===== config.mk =====
export PLATFORM = sky130hd
export DESIGN_NAME = dss_supervisor
export DESIGN_NICKNAME = d
export VERILOG_FILES = /design/src/rtl/dss_pkg.sv /design/src/rtl/dss_cause_if.sv /design/src/rtl/dss_supervisor.sv /design/src/rtl/dss_filter.sv
export VERILOG_INCLUDE_DIRS = /design/src /design/src/rtl
export SDC_FILE = /design/constraint.sdc
export NUM_CORES = 1
export LEC_CHECK = 0
export BUFFER_PORTS_ARGS = -buffer_cell sky130_fd_sc_hd__clkbuf_2
export CORE_MARGIN = 1.5
export CORE_UTILIZATION = 61
export CTS_CLUSTER_DIAMETER = 80
export CTS_CLUSTER_SIZE = 14
export DETAILED_ROUTE_END_ITERATION = 16
export HOLD_SLACK_MARGIN = 0.03
export PLACE_DENSITY = 0.74
export RECOVER_POWER = 100
export SYNTH_ARGS = -nofsm -noshare
export SYNTH_HDL_FRONTEND = slang
export SYNTH_SLANG_ARGS = --single-unit
export TNS_END_PERCENT = 10

===== constraint.sdc =====
create_clock -name clk -period 3.3 [get_ports clk]
set_input_delay 0 -clock clk [delete_from_list [all_inputs] [get_ports clk]]
set_output_delay 0 -clock clk [all_outputs]
set_load 0.1 [all_outputs]

===== src/rtl/dss_defines.svh =====
// constants for the dual supply reset supervisor
// assumes a 100 MHz clock; all counts are in clock cycles
`ifndef DSS_DEFINES_SVH
`define DSS_DEFINES_SVH

`define DSS_CLK_PERIOD_NS   10
`define DSS_HOLD_TIME_MS    140
`define DSS_HOLD_CYCLES     ((`DSS_HOLD_TIME_MS * 1000000) / `DSS_CLK_PERIOD_NS)
`define DSS_GLITCH_CYCLES   16
`define DSS_DEBOUNCE_CYCLES 1000
`define DSS_HYST_CYCLES     4
`define DSS_MR_MIN_NS       33
`define DSS_CNT_W           24

`define DSS_OUT_HIGH_PP     2'h0
`define DSS_OUT_LOW_PP      2'h1
`define DSS_OUT_LOW_OD      2'h2

`endif


===== src/rtl/dss_pkg.sv =====
// types for the dual supply reset supervisor
// used by the top module's sequencer only; the filter modules do not use it
package dss_pkg;
  typedef enum logic [2:0] {
    DSS_ST_POR  = 3'b001,
    DSS_ST_HOLD = 3'b010,
    DSS_ST_RUN  = 3'b100
  } dss_state_t;
endpackage


===== src/rtl/dss_cause_if.sv =====
// filtered reset causes passed from the filters to the sequencer
// assumes one clock domain
interface dss_cause_if;
  logic in_uv;
  logic vdd_uv;
  logic mr_act;
  modport filt (output in_uv, output vdd_uv, output mr_act);
  modport seq  (input in_uv, input vdd_uv, input mr_act);
endinterface


===== src/rtl/dss_supervisor.sv =====
// dual supply reset supervisor: turns undervoltage flags and a manual
// request into a processor reset with a guaranteed hold time
// assumes comparator flags and the manual input are synchronous to clk
//
// Contract
// - reset asserts while the adjustable input is below the reference.
// - reset asserts while the supply is below its trip level.
// - each undervoltage flag has distinct entry and exit behaviour so noise does not chatter.
// - short undervoltage excursions are ignored by a glitch filter.
// - a low manual request asserts reset regardless of the monitors.
// - reset stays asserted for the hold time after the last cause clears.
// - a reset pulse of at least the hold time is produced at power-up.
// - the manual input is debounced to give one clean sequence.
// - the manual input idles high via a pull-up and is active low.
// - the open-drain variant only pulls low, otherwise releases.
// - the hold time is no shorter than 140 ms.
`include "dss_defines.svh"

module dss_supervisor #(
  parameter int unsigned HOLD_CYCLES     = `DSS_HOLD_CYCLES,
  parameter int unsigned GLITCH_CYCLES   = `DSS_GLITCH_CYCLES,
  parameter int unsigned DEBOUNCE_CYCLES = `DSS_DEBOUNCE_CYCLES,
  parameter logic [1:0]  OUT_MODE        = `DSS_OUT_LOW_PP
) (
  input  wire logic clk,
  input  wire logic rst,
  input  wire logic in_below_ref,
  input  wire logic vdd_below_trip,
  input  wire logic manual_reset_request_n,
  output logic      reset_out,
  output logic      reset_out_oe_n
);
  // ----------------------------------------------------------------
  // cause filtering
  // ----------------------------------------------------------------
  dss_cause_if causes ();

  // glitch filter on entry, short exit count: hysteresis in time
  dss_filter #(.ENTER_CYCLES(GLITCH_CYCLES), .EXIT_CYCLES(`DSS_HYST_CYCLES)) u_in_filt (
    .clk    (clk),
    .rst    (rst),
    .raw    (in_below_ref),
    .filt_q (causes.in_uv)
  );
  dss_filter #(.ENTER_CYCLES(GLITCH_CYCLES), .EXIT_CYCLES(`DSS_HYST_CYCLES)) u_vdd_filt (
    .clk    (clk),
    .rst    (rst),
    .raw    (vdd_below_trip),
    .filt_q (causes.vdd_uv)
  );

  // a bouncing switch settles before release counts; press is taken at once
  logic mr_low;
  assign mr_low = ~manual_reset_request_n;
  dss_filter #(.ENTER_CYCLES(1), .EXIT_CYCLES(DEBOUNCE_CYCLES)) u_mr_filt (
    .clk    (clk),
    .rst    (rst),
    .raw    (mr_low),
    .filt_q (causes.mr_act)
  );

  // ----------------------------------------------------------------
  // sequencer
  // ----------------------------------------------------------------
  dss_pkg::dss_state_t state_q;
  dss_pkg::dss_state_t state_d;
  logic [`DSS_CNT_W-1:0] cnt_q;
  logic [`DSS_CNT_W-1:0] cnt_d;
  logic                  any_cause;
  logic                  hold_done;
  logic                  assert_d;

  // raw manual low also counts so assertion is immediate
  assign any_cause = causes.in_uv | causes.vdd_uv | causes.mr_act | mr_low;
  assign hold_done = cnt_q >= `DSS_CNT_W'(HOLD_CYCLES - 1);

  always_comb begin
    state_d = state_q;
    cnt_d   = cnt_q;
    unique case (state_q)
      dss_pkg::DSS_ST_POR, dss_pkg::DSS_ST_HOLD: begin
        if (any_cause) begin
          state_d = dss_pkg::DSS_ST_HOLD;
          cnt_d   = '0;
        end else if (hold_done) begin
          state_d = dss_pkg::DSS_ST_RUN;
          cnt_d   = '0;
        end else begin
          cnt_d = cnt_q + `DSS_CNT_W'(1);
        end
      end
      dss_pkg::DSS_ST_RUN: begin
        if (any_cause) begin
          state_d = dss_pkg::DSS_ST_HOLD;
          cnt_d   = '0;
        end
      end
      default: begin
        state_d = dss_pkg::DSS_ST_POR;
        cnt_d   = '0;
      end
    endcase
  end

  assign assert_d = (state_d != dss_pkg::DSS_ST_RUN);

  always_ff @(posedge clk or posedge rst) begin
    if (rst) begin
      state_q <= dss_pkg::DSS_ST_POR;
      cnt_q   <= '0;
    end else begin
      state_q <= state_d;
      cnt_q   <= cnt_d;
    end
  end

  // ----------------------------------------------------------------
  // output variant
  // ----------------------------------------------------------------
  // open drain: pin level is low while enable (active low) is low
  logic out_d;
  logic oe_n_d;
  assign out_d  = (OUT_MODE == `DSS_OUT_HIGH_PP) ? assert_d : ~assert_d &
                  (OUT_MODE != `DSS_OUT_LOW_OD);
  assign oe_n_d = (OUT_MODE == `DSS_OUT_LOW_OD) ? ~assert_d : 1'b0;

  always_ff @(posedge clk or posedge rst) begin
    if (rst) begin
      reset_out      <= (OUT_MODE == `DSS_OUT_HIGH_PP);
      reset_out_oe_n <= 1'b0;
    end else begin
      reset_out      <= out_d;
      reset_out_oe_n <= oe_n_d;
    end
  end
endmodule // dss_supervisor


===== src/rtl/dss_filter.sv =====
// ----------------------------------------------------------------
// persistence filter: output follows input after it stays stable
// ----------------------------------------------------------------
// input assumed synchronous; separate counts for entry and exit give hysteresis in time
module dss_filter #(
  parameter int unsigned ENTER_CYCLES = 16,
  parameter int unsigned EXIT_CYCLES  = 4
) (
  input  wire logic clk,
  input  wire logic rst,
  input  wire logic raw,
  output logic      filt_q
);
  localparam int unsigned CW = 24;
  logic [CW-1:0] cnt_q;
  logic [CW-1:0] cnt_d;
  logic          differs;
  logic [CW-1:0] limit;

  assign differs = raw != filt_q;
  assign limit   = filt_q ? CW'(EXIT_CYCLES) : CW'(ENTER_CYCLES);
  assign cnt_d   = differs ? cnt_q + CW'(1) : '0;

  always_ff @(posedge clk or posedge rst) begin
    if (rst) begin
      cnt_q  <= '0;
      filt_q <= 1'b0;
    end else if (differs && cnt_d >= limit) begin
      cnt_q  <= '0;
      filt_q <= raw;
    end else begin
      cnt_q <= cnt_d;
    end
  end
endmodule // dss_filter


# After elaboration in Yosys (flattened, before gate mapping)
# Index checks and enable logic that the tools add are counted.
totals:
  elab_cells: 51
  reg_bits: 103
  inputBits: 5
  output_inout_bits: 2
op_classes:
  bitwise: 5
  n_addsub: 4
  n_eq_ne: 8
  reduce_logical: 4
  muxes: 17
  order_cmp: 4
ops:
  columns: ["op", "count"]
  rows:
  - ["two-way mux 24 bit", 9]
  - ["adder 24 x 1 -> 24 bit, second input constant", 4]
  - [">= comparator 24 bit", 3]
  - ["one-hot mux 24 bit (2 select lines)", 1]
  - [">= comparator 24 bit, second input constant", 1]
  - ["two-way mux 10 bit", 1]
  - ["two-way mux 5 bit", 2]
  - ["two-way mux 3 bit", 3]
  - ["one-hot mux 3 bit (2 select lines)", 1]
  - ["== test 3 x 1 -> 1 bit, second input constant", 1]
  - ["== test 3 x 2 -> 1 bit, second input constant", 1]
  - ["== test 3 bit, second input constant", 1]
  - ["logical AND 1 bit", 3]
  - ["!= test 1 bit", 3]
  - ["!= test 3 bit, second input constant", 1]
  - ["OR 1 bit", 3]
  - ["!= test 2 bit, second input constant", 1]
  - ["NOT 1 bit", 2]
  - ["OR reduction 2 bit", 1]

# Longest topological paths before layout
# Gate-level depths: netlist of the first run.
logic_depth:
  word_depth: 7
  mapped_depth: 11
  depth_no_buf: 8

# Cells and area by module
# Synthesis of the first run repeated with hierarchy kept, for this count alone.
unflattened:
  hier_cells: 548
  hier_area_um2: 5574.1
by_module_without_submodules:
  columns: ["mod", "area_per_inst_um2", "seq_area_each_um2", "cells_per_inst", "instances"]
  rows:
  - ["dss_supervisor", 1582.8, 701.9, 173, 1]
  - ["dss_filter at u_mr_filt", 1417.6, 625.6, 138, 1]
  - ["dss_filter at u_in_filt", 1321.3, 625.6, 125, 1]
  - ["dss_filter at u_vdd_filt", 1252.5, 625.6, 112, 1]

# Worst setup path after synthesis of the first run
# Ideal clock, no wire load.
synth_path:
  path_kind: "reg2reg"
  startpoint: "register u_mr_filt.cnt_q[0]"
  endpoint: "register u_mr_filt.cnt_q[8]"
  setup_slack_ns: 0.695
  path_buffers: 3
  stages_incl_launch_ff: 12
  arrival_time_ns: 2.536
  synth_period_minus_slack_ns: 2.605
  path_cell_list: "dfrtp_1 > ha_1 > buf_4 > and4_1 > buf_6 > a21o_1 > a21oi_1 > o2111ai_1 > or4_1 > a211o_1 > buf_6 > nor2_2"
synth_between:
  elab_chain_len: 5
synth_rtl:
  columns: ["item", "line", "source"]
  rows:
  - ["start: declaration", "dss_filter.sv:15", "logic [CW-1:0] cnt_q;"]
  - ["start signal: assignment", "dss_filter.sv:32", "cnt_q <= cnt_d;"]
  - ["adder 24 x 1 -> 24 bit *", "dss_filter.sv:22", "assign cnt_d = differs ? cnt_q + CW'(1) : '0;"]
  - ["two-way mux 24 bit *", "dss_filter.sv:22", null]
  - [">= comparator 24 bit", "dss_filter.sv:28", "end else if (differs && cnt_d >= limit) begin"]
  - ["logical AND 1 bit", "dss_filter.sv:28", null]
  - ["two-way mux 24 bit *", "dss_filter.sv:28", null]
# Every way passes the cells marked *; elsewhere a longest branch is shown, timed or not.
# A chain may end at the register's enable or synchronous reset.

# Worst setup path after layout of the first run
layout_path:
  startpoint: "register u_mr_filt.cnt_q[0]"
  endpoint: "register u_mr_filt.cnt_q[3]"
# The elaborated chain is that of the path after synthesis.

==> flow_summary_export.csv, run 1 <==
group,metric,value,unit
yosys,synthFlopType,"dfrtp_1",
setup_path,cp_top_family,"simple AND/OR/NAND/NOR gates",
sta,finalSetupViolations,0,
sta,rsz0062_at_grt,"false",
yosys,avgSynthCellArea,9.80,um2
setup_path,crit_arrival,3330,ps
sta,fin_crit_sh,92.2,%
setup_path,path_class,"reg -> reg",
grt,grt_max_degree,45,
pwr,switching_share,24.7,%
grt,grt_pass1_vias,3982,
pwr,power_switching,0.000599,W
pwr,powerDensity,404,nW/um2
yosys,yosys_register_bits,103,
clocking,clk_pin_slew,100,ps
route,detail-route-antenna-nets,0,
pwr,seq_power_share,56.8,%
clocking,cts_buffer_depth,2,
setup_path,crit_path_start_kind,"register",
finish,area_growth,8.97,%
sta,fmax,0.329,GHz
route,drc,0,
setup_path,critPathMaxStageDelay,570,ps
floorplan,die_w,97.9,um
route,avgViaCountPerCell,5.91,
clocking,clkSinkCount,103,
finish,insertedDiodeCount,0,
yosys,synth_warnings,0,
yosys,yosysTopAreaCell,"dfrtp_1",
yosys,synthTopCellsByArea,"dfrtp_1 46%, nand3_1 3.5%, xor2_1 3.3%",
route,vias,4293,
clocking,post-cts-setup-buffers,0,
pwr,p_leak,2.42,nW
floorplan,die_area,9590,um2
finish,final_nets,622,
sta,setup-tns-final,0,ps
route,drt_iter0_drc,211,
clocking,clock_latency,360,ps
sta,maxSlewViolCount,45,
clocking,cts_tree,"yes",
pwr,p_clk_share,35.5,%
sta,skew,10.4,ps
yosys,synth_top_area_share,46.4,%
sta,maxSlewHeadroom,-21.2,%
sta,hold_viol,0,
pwr,intPower,0.00182,W
route,drt_pre_antenna_iters,8,
worst_hold_path,hold_depth,3,
pwr,pwr-share-comb,7.7,%
yosys,synth-seq-area-share,46.9,%
floorplan,die_y,97.9,um
clocking,htreeDepth,3,
placement,portBuffers,5,
clocking,cts_root_buf,"clkbuf_8",
setup_path,cp_num_buf_inv,0,
yosys,synth_async_sr_flop_share,100,%
floorplan,ios,7,
placement,gp_congestion,0.863,
setup_path,critical_path_depth,8,
finish,layout-drive-gt1-share,7.77,%
yosys,syn_inst,561,
worst_hold_path,min_path_type,"in -> reg",
placement,dpl.hpwl,7250,um
grt,grt-ovfl-total,0,
finish,fin_util,68.7,%
setup_path,required,3580,ps
grt,grt_pass1_wl,17700,um
yosys,netlist_area,5500,um2
setup_path,crit_slowest_cell,"or4_4",
grt,antenna_found_initial,0,
outcome,violations,"capacitance limit, slew limit",
setup_path,crit_chain,"ha_1 > and4_1 > nand4_4 > a211oi_2 > o311ai_1 > or4_4 > a211o_1 > nor2_2",
floorplan,initial_core_util,63.0,%
route,wl_per_cell,14.1,um
outcome,status,"complete, but fails checks",
clocking,numCtsBuffers,9,
setup_path,worst-path-max-fanout,10,
sta,worst_slew_pin_slew,1810,ps
yosys,synth-edff-count,0,
setup_path,ff2ff_path_depth,8,
setup_path,end_kind,"register",
sta,period_needed,3040,ps
run,cap_viol_max_count,1,
pwr,irDropWorstVdd,305,uV
yosys,yosys.cell_types.count,68,
floorplan,coreArea,8720,um2
route,wl,10200,um
floorplan,num_rows,34,
grt,grt_use_total,22.3,%
==> layer usage <==
metal  wire [um]  vias up  track usage (%)  part of all wire (%)
li1            -     2118                -                     -
met1        4840     2076             29.8                    47
met2        4960       93             37.3                    49
met3         374        6             4.65                   3.7
met4          51        0             5.38                  0.50
met5           0        -                0                     0
==> logic make-up after synthesis <==
logic type | share of synthesized area [%]
compound gates | 13.7
mux | 1.89
buf+inv | 3.76
fa+ha+maj | 0.911
xor+xnor | 6.22
other cells | 0.0682
simple gates | 26.6
flops | 46.9
==> cell usage in the layout, fill, tap and decap left out, types with 9 or more instances in the layout <==
cell / instances
a21oi_1: 17
and3_1: 13
clkbuf_8: 9
conb_1: 55
dfrtp_1: 102
inv_1: 11
nand2_1: 38
nand3_1: 38
nand4_1: 29
nor2_1: 40
nor2_2: 10
nor3_1: 15
nor4_1: 12
o21ai_0: 17
or3_1: 11
xnor2_1: 18
xor2_1: 21
==> power groups by stage <==
stage / logic, W / registers, W / clock network (W)
6_report: 0.000185 / 0.00138 / 0.000860
3_5_place_dp: 0.000184 / 0.00140 / 0
2_1_floorplan: 0.000153 / 0.00138 / 0
5_1_grt: 0.000213 / 0.00138 / 0.000938
3_3_place_gp: 0.000177 / 0.00140 / 0
4_1_cts: 0.000189 / 0.00137 / 0.000894
==> synthesized netlist by cell type (13+ instances only) <==
master and instances:
o21ai_0 17, xnor2_1 18, nand3_1 38, a21oi_1 17, nor3_1 15, and3_1 13
dfrtp_1 102, xor2_1 21, nor2_1 40, nand4_1 29, nand2_1 38
==> metrics by stage <==
step                      power [W]  cells  cell area [um2]  hold slack, ps  setup slack (ps)
after CTS                   0.00246    726             6000             224               262
after global placement      0.00157    706             5740            62.9               432
final                       0.00242    726             5990             477               258
after detailed placement    0.00158    706             5740            72.0               290
after floorplan             0.00154    615             5700             151               598
after global routing        0.00253    726             5990             494              56.9
==> worst reg2reg max path, stage by stage (launching register included) <==
cell	delay, ps
dfrtp_1	480
ha_1	360
and4_1	400
nand4_4	170
a211oi_2	230
o311ai_1	130
or4_4	570
a211o_1	450
nor2_2	180
==> layout make-up <==
cell class	instances	area, um2
clock buffer	10	128
multi-input combinational	472	2910
fill	703	2730
clock inverter	6	92.6
sequential	103	2580
timing repair buffer	15	95.1
inverter	12	46.3
tap	108	135
==> flip-flops by register name, summed over array words and instances (netlist names) <==
| signal | count |
|---|---|
| cnt_q | 24 |
| reset_out | 1 |
| state_q | 3 |
| u_in_filt.cnt_q | 24 |
| u_in_filt.filt_q | 1 |
| u_mr_filt.cnt_q | 24 |
| u_mr_filt.filt_q | 1 |
| u_vdd_filt.cnt_q | 24 |
| u_vdd_filt.filt_q | 1 |
==> repair_timing <==
item | CTS | global route
gates resized for setup | 0 | 0
hold buffers | 4 | 0
hold endpoints to repair | 44 | 0
==> path summary, 6_finish.rpt <==
kind                       slack (ps)                         start                            end
setup reg to reg                  260  u_mr_filt.cnt_q[0]$_DFF_PP0_   u_mr_filt.cnt_q[3]$_DFF_PP0_
max in group asynchronous         980                           rst  u_mr_filt.cnt_q[13]$_DFF_PP0_
hold reg to reg                   520          cnt_q[3]$_DFFE_PP0P_           cnt_q[3]$_DFFE_PP0P_
hold / removal                    480                  in_below_ref   u_in_filt.filt_q$_DFFE_PP0P_
min in group asynchronous         610                           rst  u_in_filt.cnt_q[17]$_DFF_PP0_
setup / recovery                  260  u_mr_filt.cnt_q[0]$_DFF_PP0_   u_mr_filt.cnt_q[3]$_DFF_PP0_
No activity file was read; power rests on OpenSTA's default activity.
==> inputs of run 2 (changes only) <==
PLACE_DENSITY = 0.77   (was 0.74)
==> flow_summary_export.csv, run 2 (same netlist as run 1, synthesis figures left out) <==
group,metric,value,unit
outcome,status,"complete, but fails checks",
outcome,violations,"capacitance limit, slew limit",
grt,grt_max_degree,44,
grt,grt_use_total,23.0,%
clocking,post-cts-setup-buffers,0,
placement,dpl.hpwl,7360,um
clocking,clkSinkCount,103,
floorplan,die_w,97.9,um
route,drc,0,
pwr,seq_power_share,59.3,%
floorplan,num_rows,34,
pwr,p_leak,2.42,nW
finish,area_growth,8.31,%
pwr,pwr-share-comb,8.0,%
clocking,cts_tree,"yes",
finish,final_common_cell,"dfrtp_1",
floorplan,die_y,97.9,um
grt,antenna_found_initial,0,
sta,hold_viol,0,
sta,setup-tns-final,0,ps
sta,hold_slack,478,ps
grt,busiest_layer,"met2",
pwr,p_clk_share,32.6,%
setup_path,end_kind,"register",
placement,portBuffers,5,
route,wl,10400,um
clocking,cts_root_buf,"clkbuf_8",
worst_hold_path,min_path_type,"in -> reg",
setup_path,crit_path_start_kind,"register",
pwr,power_switching,0.000619,W
route,drt_pre_antenna_iters,5,
clocking,numCtsBuffers,9,
placement,gp_congestion,0.901,
floorplan,coreArea,8720,um2
grt,grt_pass1_vias,4076,
finish,insertedDiodeCount,0,
clocking,clk_pin_slew,100,ps
floorplan,initial_core_util,63.0,%
route,detail-route-antenna-nets,0,
sta,skew,10.0,ps
sta,worst_slew_pin_slew,1800,ps
setup_path,path_class,"reg -> reg",
grt,met2_usage,36.8,%
route,drt_iter0_drc,160,
setup_path,worst-path-max-fanout,10,
run,cap_viol_max_count,1,
finish,fillers,689,
finish,final_nets,622,
pwr,powerDensity,389,nW/um2
grt,met3_usage,4.51,%
setup_path,required,3600,ps
sta,finalSetupViolations,0,
clocking,ctsResizeCount,0,
clocking,cts_buffer_depth,2,
grt,gr-usage-met1,31.8,%
clocking,clock_latency,370,ps
sta,rsz0062_at_grt,"false",
sta,maxSlewViolCount,44,
sta,fin_crit_sh,93.0,%
finish,layout-drive-gt1-share,7.77,%
route,wl_per_cell,14.3,um
sta,period_needed,3070,ps
pwr,switching_share,26.7,%
grt,grt-ovfl-total,0,
sta,maxSlewHeadroom,-20.9,%
pwr,intPower,0.00170,W
setup_path,ff2ff_setup_slack,230,ps
pwr,irDropWorstVdd,309,uV
finish,mostFrequentLayoutCells,"102 x dfrtp_1, 55 x conb_1, 40 x nor2_1",
floorplan,die_area,9590,um2
sta,fmax,0.326,GHz
clocking,htreeDepth,3,
floorplan,ios,7,
setup_path,crit_arrival,3370,ps
grt,grt_pass1_wl,18200,um
route,vias,4290,
route,avgViaCountPerCell,5.91,
clocking,hold_buffers,4,
==> run 2: changes by cell type in the layout (fill, tap and decap cells not counted), sizes merged <==
cell and delta:
bufinv -2, clkinvlp -2, inv +2, clkinv +2
==> run 2: per-layer routing <==
metal | wire [um] | vias to the layer above
met2 | 5060 | 90
met1 | 4760 | 2073
met5 | 0 | -
met3 | 410 | 15
met4 | 151 | 0
li1 | - | 2112
==> run 2: final cells by class <==
| class | instances | area [um2] | share of cell area [%] |
|---|---|---|---|
| Clock inverter | 6 | 51.3 | 0.862 |
| Tap cell | 108 | 135 | 2.27 |
| Clock buffer | 10 | 138 | 2.31 |
| Sequential cell | 103 | 2580 | 43.3 |
| Timing Repair Buffer | 15 | 95.1 | 1.60 |
| Inverter | 12 | 46.3 | 0.778 |
| Multi-Input combinational cell | 472 | 2910 | 48.9 |
==> run 2: path summary, 6_finish.rpt <==
| kind | from | endpoint | cells after the start |
|---|---|---|---|
| max in group asynchronous | rst | u_mr_filt.cnt_q[23]$_DFF_PP0_ | 4 |
| setup reg to reg | u_mr_filt.cnt_q[0]$_DFF_PP0_ | u_mr_filt.cnt_q[3]$_DFF_PP0_ | 8 |
| setup / recovery | u_mr_filt.cnt_q[0]$_DFF_PP0_ | u_mr_filt.cnt_q[3]$_DFF_PP0_ | 8 |
| hold / removal | vdd_below_trip | u_vdd_filt.filt_q$_DFFE_PP0P_ | 3 |
| hold reg to reg | cnt_q[6]$_DFFE_PP0P_ | cnt_q[6]$_DFFE_PP0P_ | 1 |
| min in group asynchronous | rst | u_in_filt.cnt_q[0]$_DFF_PP0_ | 3 |
==> run 2: power by group through the flow <==
| stage | Clock (W) | Sequential, W | Combinational [W] |
|---|---|---|---|
| 6_report | 0.000756 | 0.00138 | 0.000186 |
| 5_1_grt | 0.000833 | 0.00139 | 0.000211 |
| 4_1_cts | 0.000787 | 0.00137 | 0.000188 |
| 3_5_place_dp | 0 | 0.00140 | 0.000184 |
| 3_3_place_gp | 0 | 0.00140 | 0.000176 |
| 2_1_floorplan | 0 | 0.00138 | 0.000153 |
==> run 2: worst max-delay path: stages (launching register included) <==
cell and delay [ps]:
dfrtp_1 480, ha_1 360, and4_1 410, nand4_4 170, a211oi_1 260, o311ai_1 140, or4_4 570, a211o_1 450
nor2_2 170
==> run 2: metrics by stage <==
stage,setup slack [ps],instances,util [%],cell area (um2),total power [W]
2_1_floorplan,598,615,-,5700,0.00154
3_3_place_gp,434,706,65.9,5740,0.00157
3_5_place_dp,320,706,65.9,5740,0.00158
4_1_cts,295,726,68.5,5970,0.00235
5_1_grt,77.1,726,68.2,5950,0.00243
6_report,232,726,68.2,5950,0.00232
